$ cat config.mk
export PLATFORM = sky130hd
export DESIGN_NAME = rtc_tick_alarm
export DESIGN_NICKNAME = d
export VERILOG_FILES = /design/src/logic/rtc_pkg.sv /design/src/logic/rtc_reload_cnt.sv /design/src/logic/rtc_tick_alarm.sv
export VERILOG_INCLUDE_DIRS = /design/src /design/src/logic
export SDC_FILE = /design/constraint.sdc
export NUM_CORES = 1
export LEC_CHECK = 0
export CORE_MARGIN = 2
export CORE_UTILIZATION = 55
export DETAILED_ROUTE_END_ITERATION = 8
export DONT_BUFFER_PORTS = 1
export PLACE_DENSITY = 0.7
export SLEW_MARGIN = 0
export SYNTH_ARGS = -nofsm -noshare
export SYNTH_HDL_FRONTEND = slang
export SYNTH_HIERARCHICAL = 1
export SYNTH_SLANG_ARGS = --single-unit
export TNS_END_PERCENT = 20
$ cat constraint.sdc
create_clock -name mclk -period 6.7 [get_ports mclk]
set_clock_uncertainty 0.1 [all_clocks]
set_input_delay 1.34 -clock mclk [delete_from_list [all_inputs] [get_ports mclk]]
set_output_delay 1.34 -clock mclk [all_outputs]
set_load 0.01 [all_outputs]
$ cat src/logic/rtc_regs.svh
// Constants for the real-time clock tick and alarm timer.
`ifndef RTC_REGS_SVH
`define RTC_REGS_SVH

// ----------------------------------------------------------------------------
// Widths and fixed ratios
// ----------------------------------------------------------------------------
`define RTC_PRESCALE_DIV 64
`define RTC_PRESCALE_W 6
`define RTC_DIV_W 20
`define RTC_TIME_W 32
`define RTC_CHAIN_W 58
`define RTC_NTICK_W 16
`define RTC_WAKE_W 32

// ----------------------------------------------------------------------------
// Field positions of the fast interrupt source select
// ----------------------------------------------------------------------------
`define RTC_EXTERNAL_IRQ_SOURCE_SELECT_TICK 0
`define RTC_EXTERNAL_IRQ_SOURCE_SELECT_ALARM 1

// ----------------------------------------------------------------------------
// Reset values
// ----------------------------------------------------------------------------
`define RTC_RST_DIV 20'h00000
`define RTC_RST_TIME 32'h00000000
`define RTC_RST_PRE 6'h00

// ----------------------------------------------------------------------------
// Timing
// ----------------------------------------------------------------------------
`define RTC_CLK_PERIOD_NS 4
`define RTC_LP_PERIOD_NS 30518
`define RTC_DET_WIN_NS (4 * `RTC_LP_PERIOD_NS)
`define RTC_DET_WIN_CYC (`RTC_DET_WIN_NS / `RTC_CLK_PERIOD_NS)
`define RTC_DET_MIN_EDGES 2

`endif

$ cat src/logic/rtc_pkg.sv
// Types shared by the real-time clock tick and alarm timer.
package rtc_pkg;

	// Software controls, held by the system outside the block.
	typedef struct packed {
		logic enable;
		logic tick_irq_en;
		logic ntick_irq_en;
		logic alarm_irq_en;
		logic osc_off_in_powerdown;
		logic powerdown_wake_config;
		logic [1:0] external_irq_source_select;
		logic [19:0] tick_reload_value;
		logic [15:0] ntick_count;
		logic [31:0] alarm_value;
		logic [31:0] wake_delay;
	} rtc_ctrl_s;

	// Readable state of the block.
	typedef struct packed {
		logic lp_osc_selected;
		logic detect_done;
		logic alarm_match;
		logic [19:0] divider;
		logic [31:0] time_value;
		logic [57:0] chain;
	} rtc_stat_s;

	// Oscillator detection after reset.
	typedef enum logic [2:0] {
		RTC_DET = 3'b001,
		RTC_RUN_LP = 3'b010,
		RTC_RUN_MAIN = 3'b100
	} rtc_src_e;

endpackage : rtc_pkg

$ cat src/logic/rtc_reload_cnt.sv
// Reloadable down counter that pulses when it wraps through zero.
module rtc_reload_cnt #(
	parameter int W = 20
) (
	// Clock and reset
	input wire logic mclk,
	input wire logic nrst,
	// Control
	input wire logic restart,
	input wire logic step,
	input wire logic [W-1:0] reload,
	// Result
	output logic [W-1:0] count,
	output logic expire
);

	logic [W-1:0] cnt_q;
	logic [W-1:0] cnt_d;
	wire at_zero = (cnt_q == '0);

	// A reload of zero gives one expiry for every step.
	assign expire = step & at_zero & ~restart;
	assign cnt_d = restart ? reload : (at_zero ? reload : cnt_q - W'(1));
	assign count = cnt_q;

	always_ff @(posedge mclk or negedge nrst) begin
		if (!nrst) begin
			cnt_q <= '0;
		end else if (restart | step) begin
			cnt_q <= cnt_d;
		end
	end

endmodule : rtc_reload_cnt

$ cat src/logic/rtc_tick_alarm.sv
// Real-time clock: prescaler, tick divider, time counter, alarm and oscillator control.
// Summary of operation
// - Counts from main or low-power oscillator.
// - Fixed divide-by-64 prescale feeds divider.
// - 20-bit divider reloads every basic tick.
// - Tick request each tick and every n.
// - Writable 32-bit time counter increments per tick.
// - Alarm request when time equals alarm.
// - Prescale, divider, counter form 58-bit chain.
// - Tick and alarm routable to fast interrupt.
// - Delayed wake only with wake config set.
// - Oscillator-off bit stops clock in power-down.
// - Disabled clock turns both oscillators off in power-down.
// - Detect low-power oscillation after every reset.
// - Low-power source: main oscillator off in power-down.
// - Main source keeps main oscillator in power-down unless disabled or oscillator-off set.
// - Standby counting only on low-power source.
// - Prescaler, divider, time, match and source state readable by software.
`include "rtc_regs.svh"

module rtc_tick_alarm #(
	parameter int DET_WIN_CYC = `RTC_DET_WIN_CYC,
	parameter int DET_MIN_EDGES = `RTC_DET_MIN_EDGES
) (
	// Clock and reset
	input wire logic mclk,
	input wire logic nrst,
	// Oscillator pin
	input wire logic low_power_osc_input,
	// Software controls
	input wire rtc_pkg::rtc_ctrl_s ctrl,
	input wire logic time_wr,
	input wire logic [31:0] time_wdata,
	// Chip power state
	input wire logic powerdown,
	input wire logic standby,
	// Requests
	output logic tick_interrupt_request,
	output logic alarm_interrupt_request,
	output logic fast_ext_irq,
	output logic powerdown_wake,
	// Oscillator switches
	output logic main_osc_off,
	output logic lp_osc_off,
	// Readable state
	output rtc_pkg::rtc_stat_s status
);

	// ------------------------------------------------------------------------
	// Low-power oscillator sampling
	// ------------------------------------------------------------------------

	logic lp_s1_q;
	logic lp_s2_q;
	logic lp_s3_q;

	always_ff @(posedge mclk or negedge nrst) begin
		if (!nrst) begin
			lp_s1_q <= 1'b0;
			lp_s2_q <= 1'b0;
			lp_s3_q <= 1'b0;
		end else begin
			lp_s1_q <= low_power_osc_input;
			lp_s2_q <= lp_s1_q;
			lp_s3_q <= lp_s2_q;
		end
	end

	wire lp_rise = lp_s2_q & ~lp_s3_q;

	// ------------------------------------------------------------------------
	// Source detection after reset
	// ------------------------------------------------------------------------

	// The window spans several low-power periods so a single glitch on the
	// pin cannot select a source that is not really oscillating.
	rtc_pkg::rtc_src_e src_q;
	rtc_pkg::rtc_src_e src_d;
	logic [31:0] win_q;
	logic [7:0] edges_q;

	wire win_end = (win_q == 32'(DET_WIN_CYC - 1));
	wire enough_edges = (edges_q >= 8'(DET_MIN_EDGES));

	always_comb begin
		src_d = src_q;
		case (src_q)
			rtc_pkg::RTC_DET: begin
				if (win_end) begin
					src_d = enough_edges ? rtc_pkg::RTC_RUN_LP : rtc_pkg::RTC_RUN_MAIN;
				end
			end
			rtc_pkg::RTC_RUN_LP: src_d = rtc_pkg::RTC_RUN_LP;
			rtc_pkg::RTC_RUN_MAIN: src_d = rtc_pkg::RTC_RUN_MAIN;
			default: src_d = rtc_pkg::RTC_DET;
		endcase
	end

	always_ff @(posedge mclk or negedge nrst) begin
		if (!nrst) begin
			src_q <= rtc_pkg::RTC_DET;
		end else begin
			src_q <= src_d;
		end
	end

	always_ff @(posedge mclk or negedge nrst) begin
		if (!nrst) begin
			win_q <= 32'h00000000;
		end else if (src_q == rtc_pkg::RTC_DET) begin
			win_q <= win_q + 32'h00000001;
		end
	end

	always_ff @(posedge mclk or negedge nrst) begin
		if (!nrst) begin
			edges_q <= 8'h00;
		end else if (src_q == rtc_pkg::RTC_DET && lp_rise && !enough_edges) begin
			edges_q <= edges_q + 8'h01;
		end
	end

	wire lp_sel = (src_q == rtc_pkg::RTC_RUN_LP);
	wire detect_done = (src_q != rtc_pkg::RTC_DET);

	// ------------------------------------------------------------------------
	// Run conditions
	// ------------------------------------------------------------------------

	// In standby the main supply is gone, so only a low-power source can keep
	// counting. The oscillator-off bit also stops the count in power-down.
	wire osc_stopped = powerdown & ctrl.osc_off_in_powerdown;
	wire standby_halt = standby & ~lp_sel;
	wire run = ctrl.enable & detect_done & ~osc_stopped & ~standby_halt;

	// One source pulse per rising edge of the low-power clock, or every cycle of the
	// main clock when no low-power oscillation was found.
	wire src_pulse = run & (lp_sel ? lp_rise : 1'b1);

	// ------------------------------------------------------------------------
	// Fixed prescaler
	// ------------------------------------------------------------------------

	logic [`RTC_PRESCALE_W-1:0] pre_q;

	wire pre_wrap = src_pulse & (pre_q == `RTC_PRESCALE_W'(`RTC_PRESCALE_DIV - 1));

	always_ff @(posedge mclk or negedge nrst) begin
		if (!nrst) begin
			pre_q <= `RTC_RST_PRE;
		end else if (src_pulse) begin
			pre_q <= pre_q + `RTC_PRESCALE_W'(1);
		end
	end

	// ------------------------------------------------------------------------
	// Tick divider
	// ------------------------------------------------------------------------

	logic [`RTC_DIV_W-1:0] div_count;
	logic tick;

	// The divider counts down and reloads at every basic tick, so a reload of
	// R gives a tick every R+1 prescaled steps.
	rtc_reload_cnt #(
		.W(`RTC_DIV_W)
	) u_divider (
		.mclk(mclk),
		.nrst(nrst),
		.restart(~ctrl.enable),
		.step(pre_wrap),
		.reload(ctrl.tick_reload_value),
		.count(div_count),
		.expire(tick)
	);

	// ------------------------------------------------------------------------
	// Every-n-ticks counter
	// ------------------------------------------------------------------------

	logic ntick_expire;

	rtc_reload_cnt #(
		.W(`RTC_NTICK_W)
	) u_ntick (
		.mclk(mclk),
		.nrst(nrst),
		.restart(~ctrl.ntick_irq_en),
		.step(tick),
		.reload(ctrl.ntick_count),
		.count(),
		.expire(ntick_expire)
	);

	// ------------------------------------------------------------------------
	// Time counter and alarm
	// ------------------------------------------------------------------------

	logic [`RTC_TIME_W-1:0] time_q;
	logic [`RTC_TIME_W-1:0] time_d;
	logic match_q;

	// A software write wins over a tick landing in the same cycle.
	assign time_d = time_wr ? time_wdata : time_q + `RTC_TIME_W'(1);

	always_ff @(posedge mclk or negedge nrst) begin
		if (!nrst) begin
			time_q <= `RTC_RST_TIME;
		end else if (time_wr | tick) begin
			time_q <= time_d;
		end
	end

	wire match = (time_q == ctrl.alarm_value);
	wire match_rise = match & ~match_q;

	always_ff @(posedge mclk or negedge nrst) begin
		if (!nrst) begin
			match_q <= 1'b0;
		end else begin
			match_q <= match;
		end
	end

	// ------------------------------------------------------------------------
	// Interrupt requests
	// ------------------------------------------------------------------------

	wire tick_req_d = (tick & ctrl.tick_irq_en) | (ntick_expire & ctrl.ntick_irq_en);
	wire alarm_req_d = match_rise & ctrl.alarm_irq_en;
	wire fast_d = (tick_req_d & ctrl.external_irq_source_select[`RTC_EXTERNAL_IRQ_SOURCE_SELECT_TICK]) |
		(alarm_req_d & ctrl.external_irq_source_select[`RTC_EXTERNAL_IRQ_SOURCE_SELECT_ALARM]);

	always_ff @(posedge mclk or negedge nrst) begin
		if (!nrst) begin
			tick_interrupt_request <= 1'b0;
			alarm_interrupt_request <= 1'b0;
			fast_ext_irq <= 1'b0;
		end else begin
			tick_interrupt_request <= tick_req_d;
			alarm_interrupt_request <= alarm_req_d;
			fast_ext_irq <= fast_d;
		end
	end

	// ------------------------------------------------------------------------
	// Delayed wake from power-down
	// ------------------------------------------------------------------------

	logic wake_expire;

	// The delay restarts on every entry to power-down and counts basic ticks.
	rtc_reload_cnt #(
		.W(`RTC_WAKE_W)
	) u_wake (
		.mclk(mclk),
		.nrst(nrst),
		.restart(~powerdown),
		.step(tick),
		.reload(ctrl.wake_delay),
		.count(),
		.expire(wake_expire)
	);

	wire wake_d = powerdown & ((wake_expire & ctrl.powerdown_wake_config) | fast_d);

	always_ff @(posedge mclk or negedge nrst) begin
		if (!nrst) begin
			powerdown_wake <= 1'b0;
		end else begin
			powerdown_wake <= wake_d;
		end
	end

	// ------------------------------------------------------------------------
	// Oscillator switches
	// ------------------------------------------------------------------------

	// Until detection is done both oscillators stay on, since the choice of
	// source is not known yet.
	wire pd_disabled = powerdown & ~ctrl.enable;
	wire main_off_d = detect_done & (pd_disabled | (powerdown & lp_sel) |
		(powerdown & ~lp_sel & ctrl.osc_off_in_powerdown));
	wire lp_off_d = detect_done & (pd_disabled | (powerdown & lp_sel & ctrl.osc_off_in_powerdown) |
		~lp_sel);

	always_ff @(posedge mclk or negedge nrst) begin
		if (!nrst) begin
			main_osc_off <= 1'b0;
			lp_osc_off <= 1'b0;
		end else begin
			main_osc_off <= main_off_d;
			lp_osc_off <= lp_off_d;
		end
	end

	// ------------------------------------------------------------------------
	// Readable state
	// ------------------------------------------------------------------------

	assign status.lp_osc_selected = lp_sel;
	assign status.detect_done = detect_done;
	assign status.alarm_match = match_q;
	assign status.divider = div_count;
	assign status.time_value = time_q;
	assign status.chain = {time_q, div_count, pre_q};

endmodule : rtc_tick_alarm

==> results of run 1 <==
worst max-delay path: cells and delay by family (launching register included):
kind                   cells  cell delay [ns]
AND/OR/NAND/NOR            7             2.36
flip-flops                 1             0.45
buffers and inverters      3             0.91
AO/OA/AOI/OAI              2             0.85
multiplexers               1             0.35
routing by layer:
metal  up-vias  wire length, µm  global-route usage
met5         -                0                   0
met4         0              699              0.0946
met3        38             2680               0.102
met2       366            12900               0.452
met1      3924            11100               0.364
li1       3820                -                   -
Yosys cell counts (28+ instances only):
library cell,number
nor4_1,32
dfrtp_1,158
nand3_1,68
xnor2_1,73
o21ai_0,56
nand4_1,42
a21oi_1,29
nor3_1,28
xor2_1,29
nor2_1,84
clkbuf_1,33
inv_1,33
nand2_1,107
buf_4,56
cells in the final DEF, fill, tap and decap left out, types with 11 or more instances in the layout:
cell,Yosys,routed
nand4_1,42,42
clkbuf_16,0,17
nor2_1,84,84
xor2_1,29,29
inv_1,33,33
o21ai_0,56,56
dfrtp_1,158,158
or3_1,11,11
xnor2_1,73,73
nand3_1,68,68
nand2_1,107,107
nor3_1,28,27
ha_1,12,12
a21oi_1,29,29
nor4_1,32,32
power breakdown:
part	switching, mW	internal [mW]
combinational	0.134	0.129
sequential	0.167	1.03
clock	0.411	0.647
registers in the layout, summed over array words and instances (netlist names), 3 cells and up:
register         flops
pre_q                6
u_divider/count     20
u_ntick/count       16
edges_q              8
time_q              32
win_q               32
u_wake/count        32
src_q                3
logic make-up after synthesis:
group | share of synthesized area
fa+ha+maj | 0.0150
mux | 0.0124
buf+inv | 0.0774
flops | 0.397
compound gates | 0.151
xor+xnor | 0.0891
simple gates | 0.258
layout make-up:
class | instances | area share
diodes | 2 | 0.000484
clock buffers | 20 | 0.0442
clock inverters | 12 | 0.0174
inverters | 34 | 0.0124
multi-input cells | 805 | 0.510
flip-flops and latches | 159 | 0.385
well taps | 229 | 0.0277
repair buffers | 3 | 0.00218
final timing paths:
path | slack [ns] | cells after the start | startpoint | end
worst min register to register | 0.26 | 0 | lp_s1_q | lp_s2_q
max in group asynchronous | 5.76 | 0 | nrst | src_q[0]
worst max register to register | 1.54 | 13 | src_q[1] | u_wake/count[19]
worst min-delay path | 0.26 | 0 | lp_s1_q | lp_s2_q
worst max-delay path | 1.54 | 13 | src_q[1] | u_wake/count[19]
min in group asynchronous | 0.51 | 0 | nrst | edges_q[1]
per-stage QoR:
stage,worst slack (ns),cells,hold slack [ns],area (µm²),power (mW)
finish,1.54,1264,0.256,10300,2.52
global route,1.06,1264,0.261,10300,2.63
CTS,1.55,1262,0.258,10300,2.54
detailed placement,1.16,1230,0.243,9690,1.48
global placement,1.27,1230,0.234,9690,1.47
floorplan,1.79,1100,0.231,10000,1.44
==> metrics.txt, run 1 <==
Final #Nets 1178; die area 19300 µm²; Cell variety after synth 93; status completed; Yosys warning count 6; Post-synth ARST share 1.00; Layout fillers 1582; WP data required 6.91 ns; Arr. time, crit path 5.37 ns; footprint of the multi-input gates 5270 µm²; DRC violations left 0; Rows 49; cells after synthesis 1100; Root Driver clkbuf_16; Die H 139 µm; post-synth net total 1258; critical path's slowest cell a2111oi_4; Worst Setup Start Kind flop; Tot GR Track Use 0.285; crit-path max FO 38; Tmin final 5.16 ns; RSZ-0062 raised after global routing no; Core Util, Final 0.577; critical path's largest stage delay 0.51 ns; mapped cell area 10000 µm²; Antenna Nets Post-Route 0; Worst slew margin 0.234; Hold Crit Class flop to flop; crit end category flop; critical path class flop to flop; Port Buffers 0; synthesis-to-finish area growth 3.07%; FF+latch count, synth 159; LEAKAGE 4.03 nW; Sum Neg Setup Slack 0 ns; largest net degree at the start of global routing 160; number of vias per cell 6.45; setup violators final 0; total congestion overflow 0; gp weighted congestion 0.951; Initial DRC Count 676; Setup Buffers After CTS 0; peak supply drop 0.204 mV; Final Slew Violations 0; DR pass1 iterations 5; DPL Wire Length 19.6 mm; # Max-Cap Violations 0; cts bufs inserted 17; initial antenna violation count 2; CTS H-Tree Depth 4; area leader, netlist dfrtp_1; fin crit share 0.770; post_cts resized 0; Die W 139 µm; worst slew pin tran 1.14 ns; Max Clock Freq 0.194 GHz; routed len/inst 21.6 µm; Worst-Skew Late Latency 0.44 ns; Starting Density 0.560; first-pass GRT wire length 43.7 mm; worst path cell trace nor3b_1 > buf_4 > mux2_2 > a2111oi_4 > nand4_1 > nor2_1 > inv_1 > nor3_2 > buf_4 > nand4_1 > nor4_2 > nor2_1 > o221a_2; EDFF count, synth 0; I/O pin count 265; share of the synthesized area in the top cell type 0.394; detailed-route wire length 27.3 mm; synth top area cells dfrtp_1 (39%), xnor2_1 (6.4%), buf_4 (4.2%); register area share after synthesis 0.397; register area 3980 µm²; CTS Buffer Depth 2; Hold Buf Count CTS 0; Num Clock Sinks 159; Avg Cell Area, Syn 9.11 µm²; core area 17900 µm²; Main synth FF type dfrtp_1; Hold Vio Cnt, Final 0; PD cells 244 nW/µm²; total number of vias 8148; clock slew at reported path FFs 0.06 ns; vias in the first global route 7887; TritonCTS clock tree done; share of layout cells above drive strength 1 0.0794
No activity file was read; power rests on OpenSTA's default activity.
==> run 2, diff against run 1 <==
--- a/config.mk
+++ b/config.mk
@@ -6,11 +6,12 @@
 export SDC_FILE = /design/constraint.sdc
 export NUM_CORES = 1
 export LEC_CHECK = 0
+export ABC_AREA = 1
 export CORE_MARGIN = 2
 export CORE_UTILIZATION = 55
 export DETAILED_ROUTE_END_ITERATION = 8
 export DONT_BUFFER_PORTS = 1
-export PLACE_DENSITY = 0.7
+export PLACE_DENSITY = 0.73
 export SLEW_MARGIN = 0
 export SYNTH_ARGS = -nofsm -noshare
 export SYNTH_HDL_FRONTEND = slang
==> constraint.sdc (replaced) <==
create_clock -name mclk -period 4.6 [get_ports mclk]
set_clock_uncertainty 0.1 [all_clocks]
set_input_delay 0.92 -clock mclk [delete_from_list [all_inputs] [get_ports mclk]]
set_output_delay 0.92 -clock mclk [all_outputs]
set_load 0.01 [all_outputs]
==> run 2 against run 1 <==
Design area is 15% higher. Clock power up 46%. Synthesized area increased by 15%. Final cell count rose by 51%. Fmax grew 49%. Hold slack got worse by 0.16 ns. Routed wire length grew 10%. Non-clock buffer count is 3 higher. First-iteration DRC count down 19%. Critical endpoint is now u_wake/count[0]. Highest routed layer unchanged.
==> metrics.txt, run 2 <==
initial antenna violation count 0 (-2); status completed; first-pass GRT wire length 49.1 mm (+12%); gp weighted congestion 0.931 (-2.2%); Worst Reg-to-Reg Cells 14 (+1); post_cts resized 0 (unchanged); LEAKAGE 6.04 nW (+50%); Reg2Reg Setup Slack 1.14 ns (-0.40 ns); peak supply drop 0.210 mV (+3.1%); hold slack 0.0966 ns (-0.160 ns); vias in the first global route 9945 (+26%); area leader, netlist dfrtp_1; Post-Synth Simple-Gate Area 0.388 (+0.130); Final #Nets 1788 (+52%); Post-synth top cells nand2_1 (552), inv_1 (230), nor2_1 (167); Worst Setup Start Kind flop; Post-synth ARST share 1.00 (unchanged); Yosys warning count 6 (unchanged); clock slew at reported path FFs 0.07 ns (about the same); routed len/inst 15.7 µm (-27%); crit-path max FO 37 (-2.6%); share of the synthesized area in the top cell type 0.343 (-0.0516); Non-Filler Instances 1913 (+51%); Arr. time, crit path 3.66 ns (-1.71 ns); mapped cell area 11500 µm² (+15%); Die H 149 µm (+7.1%); main combinational cell family by area after synthesis simple AND/OR/NAND/NOR gates; Worst slew margin 0.458 (+0.224); DR pass1 iterations 5 (unchanged); total congestion overflow 0 (unchanged); adder-cell share of the synthesized area 0.0130 (-0.00196); count leader, synth nand2_1; DPL Wire Length 22.5 mm (+15%); Layout fillers 2001 (+26%); Main synth FF type dfrtp_1; Tmin final 3.46 ns (-1.70 ns); Hold Buf Count CTS 0 (unchanged); register area share after synthesis 0.345 (-0.0520); die area 22100 µm² (+15%); Rows 52 (+6.1%); cts bufs inserted 17 (unchanged); Root Driver clkbuf_16; FF+latch count, synth 159 (unchanged); critical path class flop to flop; post-synthesis mux area share 0.000976 (-0.0114); # Max-Cap Violations 0 (unchanged); I/O pin count 265 (unchanged); Port Buffers 0 (unchanged); Hold Crit Class input port to async pin; Synth Area in XOR/XNOR 0.0577 (-0.0314); Initial DRC Count 549 (-19%); commonest cells after routing, fill and taps aside nand2_1 (552), inv_1 (230), nor2_1 (167), dfrtp_1 (158), nand3_1 (136); TritonCTS clock tree done; share of the synthesized area in compound gates (AO/OA/AOI/OAI) 0.0574 (-0.0935); fin crit share 0.752 (-0.0178); WP data required 4.80 ns (-2.11 ns); setup violators final 0 (unchanged); crit end category flop; Final Slew Violations 0 (unchanged); total number of vias 10300 (+26%); Hold Vio Cnt, Final 0 (unchanged); commonest non-fill, non-tap cell in the layout nand2_1; Final WS setup 1.14 ns (-0.402 ns); synth top area cells dfrtp_1 (34%), nand2_1 (18%), inv_1 (7.5%); detailed-route wire length 30.1 mm (+10%); worst slew pin tran 0.811 ns (-0.333 ns); Setup Buffers After CTS 0 (unchanged); CTS Buffer Depth 2 (unchanged); Starting Density 0.565 (+0.00465); Inst Count DP 1881 (+53%); PD cells 330 nW/µm² (+35%); Antenna Nets Post-Route 0 (unchanged); largest net degree at the start of global routing 160 (unchanged); Cell variety after synth 49 (-47%); synthesis-to-finish area growth 3.09% (about the same); CTS H-Tree Depth 4 (unchanged); Max Clock Freq 0.289 GHz (+49%); DRC violations left 0 (unchanged); share of layout cells above drive strength 1 0.0767 (-0.00269); Avg Cell Area, Syn 6.78 µm² (-26%); core area 20400 µm² (+14%); Num Clock Sinks 159 (unchanged); post-synth net total 1860 (+48%); Core Util, Final 0.582 (+0.00491); Tot GR Track Use 0.276 (-0.00897); dpl ws 0.910 ns (-0.254 ns); Sum Neg Setup Slack 0 ns (unchanged); Die W 149 µm (+7.1%); RSZ-0062 raised after global routing no; antenna cells 0 (-2); number of vias per cell 5.38 (-17%); EDFF count, synth 0 (unchanged); Worst-Skew Late Latency 0.43 ns (about the same); cells after synthesis 1702 (+55%)
[run 2: cell count changes in the layout (fill, tap and decap cells not counted), moves of 25 or more]
cell     delta
nand2_1   +445
nand3_1    +68
nor4_1     -26
xnor2_1    -50
o21ai_0    -25
nor2_2     +26
nor2_1     +83
inv_1     +197
[run 2: final timing paths]
path,end,startpoint
setup / recovery,u_wake/count[0],src_q[2]
hold / removal,u_ntick/count[11],nrst
setup reg to reg,u_wake/count[0],src_q[2]
hold reg to reg,lp_s2_q,lp_s1_q
max in group asynchronous,time_q[11],nrst
min in group mclk,lp_s2_q,lp_s1_q
[run 2: per-layer routing]
metal	GRT usage	part of all wire
met5	0	0
met4	0.0900	0.022
met3	0.0599	0.071
met2	0.470	0.48
met1	0.349	0.43
[run 2: critical path, cell delays in order (launching register included)]
cell	delay, ns
dfrtp_1	0.38
nor3_2	0.43
inv_2	0.08
nand2_1	0.12
nand4_2	0.16
nor2_1	0.20
nand3_1	0.13
nor3_1	0.20
nand2_1	0.08
nor2_1	0.48
nor2_2	0.05
buf_4	0.26
inv_2	0.42
nor2_1	0.07
o21bai_1	0.16
[run 2: cell type report]
type | instances | area [µm²] | share of cell area
inverters | 241 | 912 | 0.0767
flip-flops and latches | 159 | 3980 | 0.335
clock inverters | 11 | 176 | 0.0148
well taps | 270 | 338 | 0.0284
repair buffers | 6 | 45.0 | 0.00379
clock buffers | 21 | 470 | 0.0396
multi-input cells | 1205 | 5970 | 0.502
[run 2: power breakdown]
group / switching, mW / leakage (nW) / internal, mW
Clock: 0.595 / 0.314 / 0.959
Combinational: 0.377 / 3.74 / 0.228
Sequential: 0.251 / 1.99 / 1.51
[run 2: per-stage QoR]
stage          instance area [µm²]  total power [mW]
2_1_floorplan                11500              2.30
3_3_place_gp                 11200              2.37
3_5_place_dp                 11200              2.39
4_1_cts                      11900              3.96
5_1_grt                      11900              4.14
6_report                     11900              3.92
[run 2: cells by family after synthesis]
group	after synthesis
compound gates	108
simple gates	1008
xor+xnor	76
fa+ha+maj	12
mux	1
buf+inv	338
flops	159
==> run 3, diff against run 2 <==
==> constraint.sdc (replaced) <==
create_clock -name mclk -period 2.8 [get_ports mclk]
set_clock_uncertainty 0.1 [all_clocks]
set_input_delay 0.56 -clock mclk [delete_from_list [all_inputs] [get_ports mclk]]
set_output_delay 0.56 -clock mclk [all_outputs]
set_load 0.01 [all_outputs]
==> run 3 against run 2 <==
The run now ends with hold timing left. Global-route usage rose by 0.17 points. Sequential power grew 61%. Fmax increased by 35%. Sequential share of layout area decreased by 0.38 points. Via count increased by 0.21%. Critical path depth is 2 higher. Total power grew 59%. Clock-buffer cell count decreased by 2. Combinational power up 82%. First-iteration DRC count grew 9.5%. Highest routed layer unchanged.
==> metrics.txt, run 3 (synthesized netlist as in run 2, its figures left out) <==
Final #Nets 1810 (+1.2%); total congestion overflow 0 (unchanged); switching fraction of total power 0.331 (+0.0190); Inst Count DP 1903 (+1.2%); worst slew pin tran 0.708 ns (-0.104 ns); gp weighted congestion 0.923 (-0.84%); first-pass GRT wire length 49.2 mm (about the same); commonest cells after routing, fill and taps aside nand2_1 (552), inv_1 (229), nor2_1 (165), dfrtp_1 (158), nand3_1 (136); largest net degree at the start of global routing 160 (unchanged); Non-Filler Instances 1936 (+1.2%); TritonCTS clock tree done; Core Util, Final 0.589 (+0.00667); RSZ-0062 raised after global routing no; Antenna Nets Post-Route 0 (unchanged); failing checks hold timing; placed cell area 11400 µm² (+1.7%); share of layout cells above drive strength 1 0.0913 (+0.0146); top layer in use met4; synthesis-to-finish area growth 4.27%; DPL Wire Length 22.9 mm (+1.6%); DRC violations left 0 (unchanged); clock share of power 0.367 (-0.029); LEAKAGE 6.12 nW (+1.3%); Logic pwr share 0.176 (+0.022); status complete, but fails checks; WP data required 3.06 ns (-1.74 ns); Rows 52 (unchanged); met2 WL 14.0 mm (-2.5%); routed len/inst 15.6 µm (-1.1%); Int Pwr 4.17 mW (+54%); Flop pwr share 0.457 (+0.007); Port Buffers 0 (unchanged); commonest non-fill, non-tap cell in the layout nand2_1; detailed-route wire length 30.1 mm (about the same); CTS Buffer Depth 2 (unchanged); critical path's slowest cell dfrtp_1; design area 12000 µm² (+1.1%); crit end category flop; Setup Buffers After CTS 0 (unchanged); Num Clock Sinks 159 (unchanged); initial antenna violation count 1 (+1); peak supply drop 0.338 mV (+61%); Die H 149 µm (unchanged); Psw 2.06 mW (+68%); clock slew at reported path FFs 0.07 ns (about the same); total number of vias 10300 (+0.21%); I/O pin count 265 (unchanged); Tmin final 2.56 ns (-0.902 ns); Power Total 6.23 mW (+59%); cts bufs inserted 17 (unchanged); Tot GR Track Use 0.277 (+0.00169); M1 WL 13.1 mm (+1.3%); dpl ws -0.205 ns (-1.12 ns); number of vias per cell 5.32 (-0.98%); core area 20400 µm² (unchanged); critical path's largest stage delay 0.41 ns (-0.07 ns); crit-path max FO 7 (-81%); fin crit share 0.913 (+0.161); critical path class flop to flop; Worst Setup Start Kind flop; Worst-Skew Late Latency 0.43 ns (about the same); hold slack -0.276 ns (-0.373 ns); Die W 149 µm (unchanged); Max Clock Freq 0.391 GHz (+35%); Worst slew margin 0.527 (+0.0687); Hold Vio Cnt, Final 158 (+158); Root Driver clkbuf_16; vias in the first global route 9857 (-0.88%); Final Slew Violations 0 (unchanged); Starting Density 0.565 (unchanged); Initial DRC Count 601 (+9.5%); Sum Neg Setup Slack 0 ns (unchanged); Arr. time, crit path 2.82 ns (-0.84 ns); setup violators final 0 (unchanged); die area 22100 µm² (unchanged); PD cells 518 nW/µm² (+57%); Hold Crit Class input port to async pin; DR pass1 iterations 5 (unchanged); Final WS setup 0.244 ns (-0.898 ns); most frequent CP cell nand2_1; # Max-Cap Violations 0 (unchanged); CTS H-Tree Depth 4 (unchanged); worst path cell trace nor3_4 > inv_2 > nand2_1 > nand4_2 > nor2_2 > nand3_1 > nor3_2 > nand2_1 > nor2_4 > nand2_1 > nor2_1 > a22o_1 > nand2_1 > nand3_1 > nand2_1 > inv_1; wire length on met3 2.11 mm (-0.85%)
==> run 3: cell count changes in the layout (fill, tap and decap cells not counted), sizes merged <==
cell	delta
inv	+4
bufinv	-3
diode	+1
buf	+22
clkinvlp	+2
clkbuf	-2
clkinv	-1
==> run 3: critical path, delay by kind of cell, from the launching register on <==
| family | cells | cell delay, ns |
|---|---|---|
| AND/OR/NAND/NOR | 13 | 1.64 |
| flip-flops | 1 | 0.41 |
| AO/OA/AOI/OAI | 1 | 0.21 |
| buffers and inverters | 2 | 0.12 |
==> run 3: power by group through the flow <==
stage | Clock (mW) | Combinational (mW) | Sequential [mW]
2_1_floorplan | 0 | 1.00 | 2.78
3_3_place_gp | 0 | 1.06 | 2.87
3_5_place_dp | 0 | 1.09 | 2.88
4_1_cts | 2.34 | 1.10 | 2.84
5_1_grt | 2.43 | 1.26 | 2.88
6_report | 2.29 | 1.10 | 2.84
==> run 3: what timing repair did <==
action	4_1_cts	5_1_grt
cloned	0	0
setup endpoints to repair	58	41
pin swaps	0	1
hold endpoints to repair	159	159
resized for setup	2	4
==> run 3: layout make-up <==
cell class	count	area, µm²
Clock inverter	13	126
Antenna cell	1	2.50
Clock buffer	19	443
Tap cell	270	338
Fill cell	2013	8400
Multi-Input combinational cell	1205	5990
Sequential cell	159	3980
Inverter	241	912
Timing Repair Buffer	28	235
==> run 3: final timing paths <==
kind                                          start                 to  slack (ns)  cells after the start
worst max register to register             src_q[2]     powerdown_wake        0.24                     16
max in group asynchronous                      nrst           src_q[0]        2.58                      0
worst min-delay path                           nrst  u_ntick/count[13]       -0.28                      0
worst min register to register              lp_s1_q            lp_s2_q        0.25                      0
worst max-delay path                       src_q[2]     powerdown_wake        0.24                     16
min in group mclk               low_power_osc_input            lp_s1_q        0.06                      0
==> run 3: metal layers <==
metal / up-vias / global-route usage
li1: 5179 / -
met1: 4685 / 0.358
met2: 390 / 0.455
met3: 53 / 0.0654
met4: 0 / 0.103
met5: - / 0
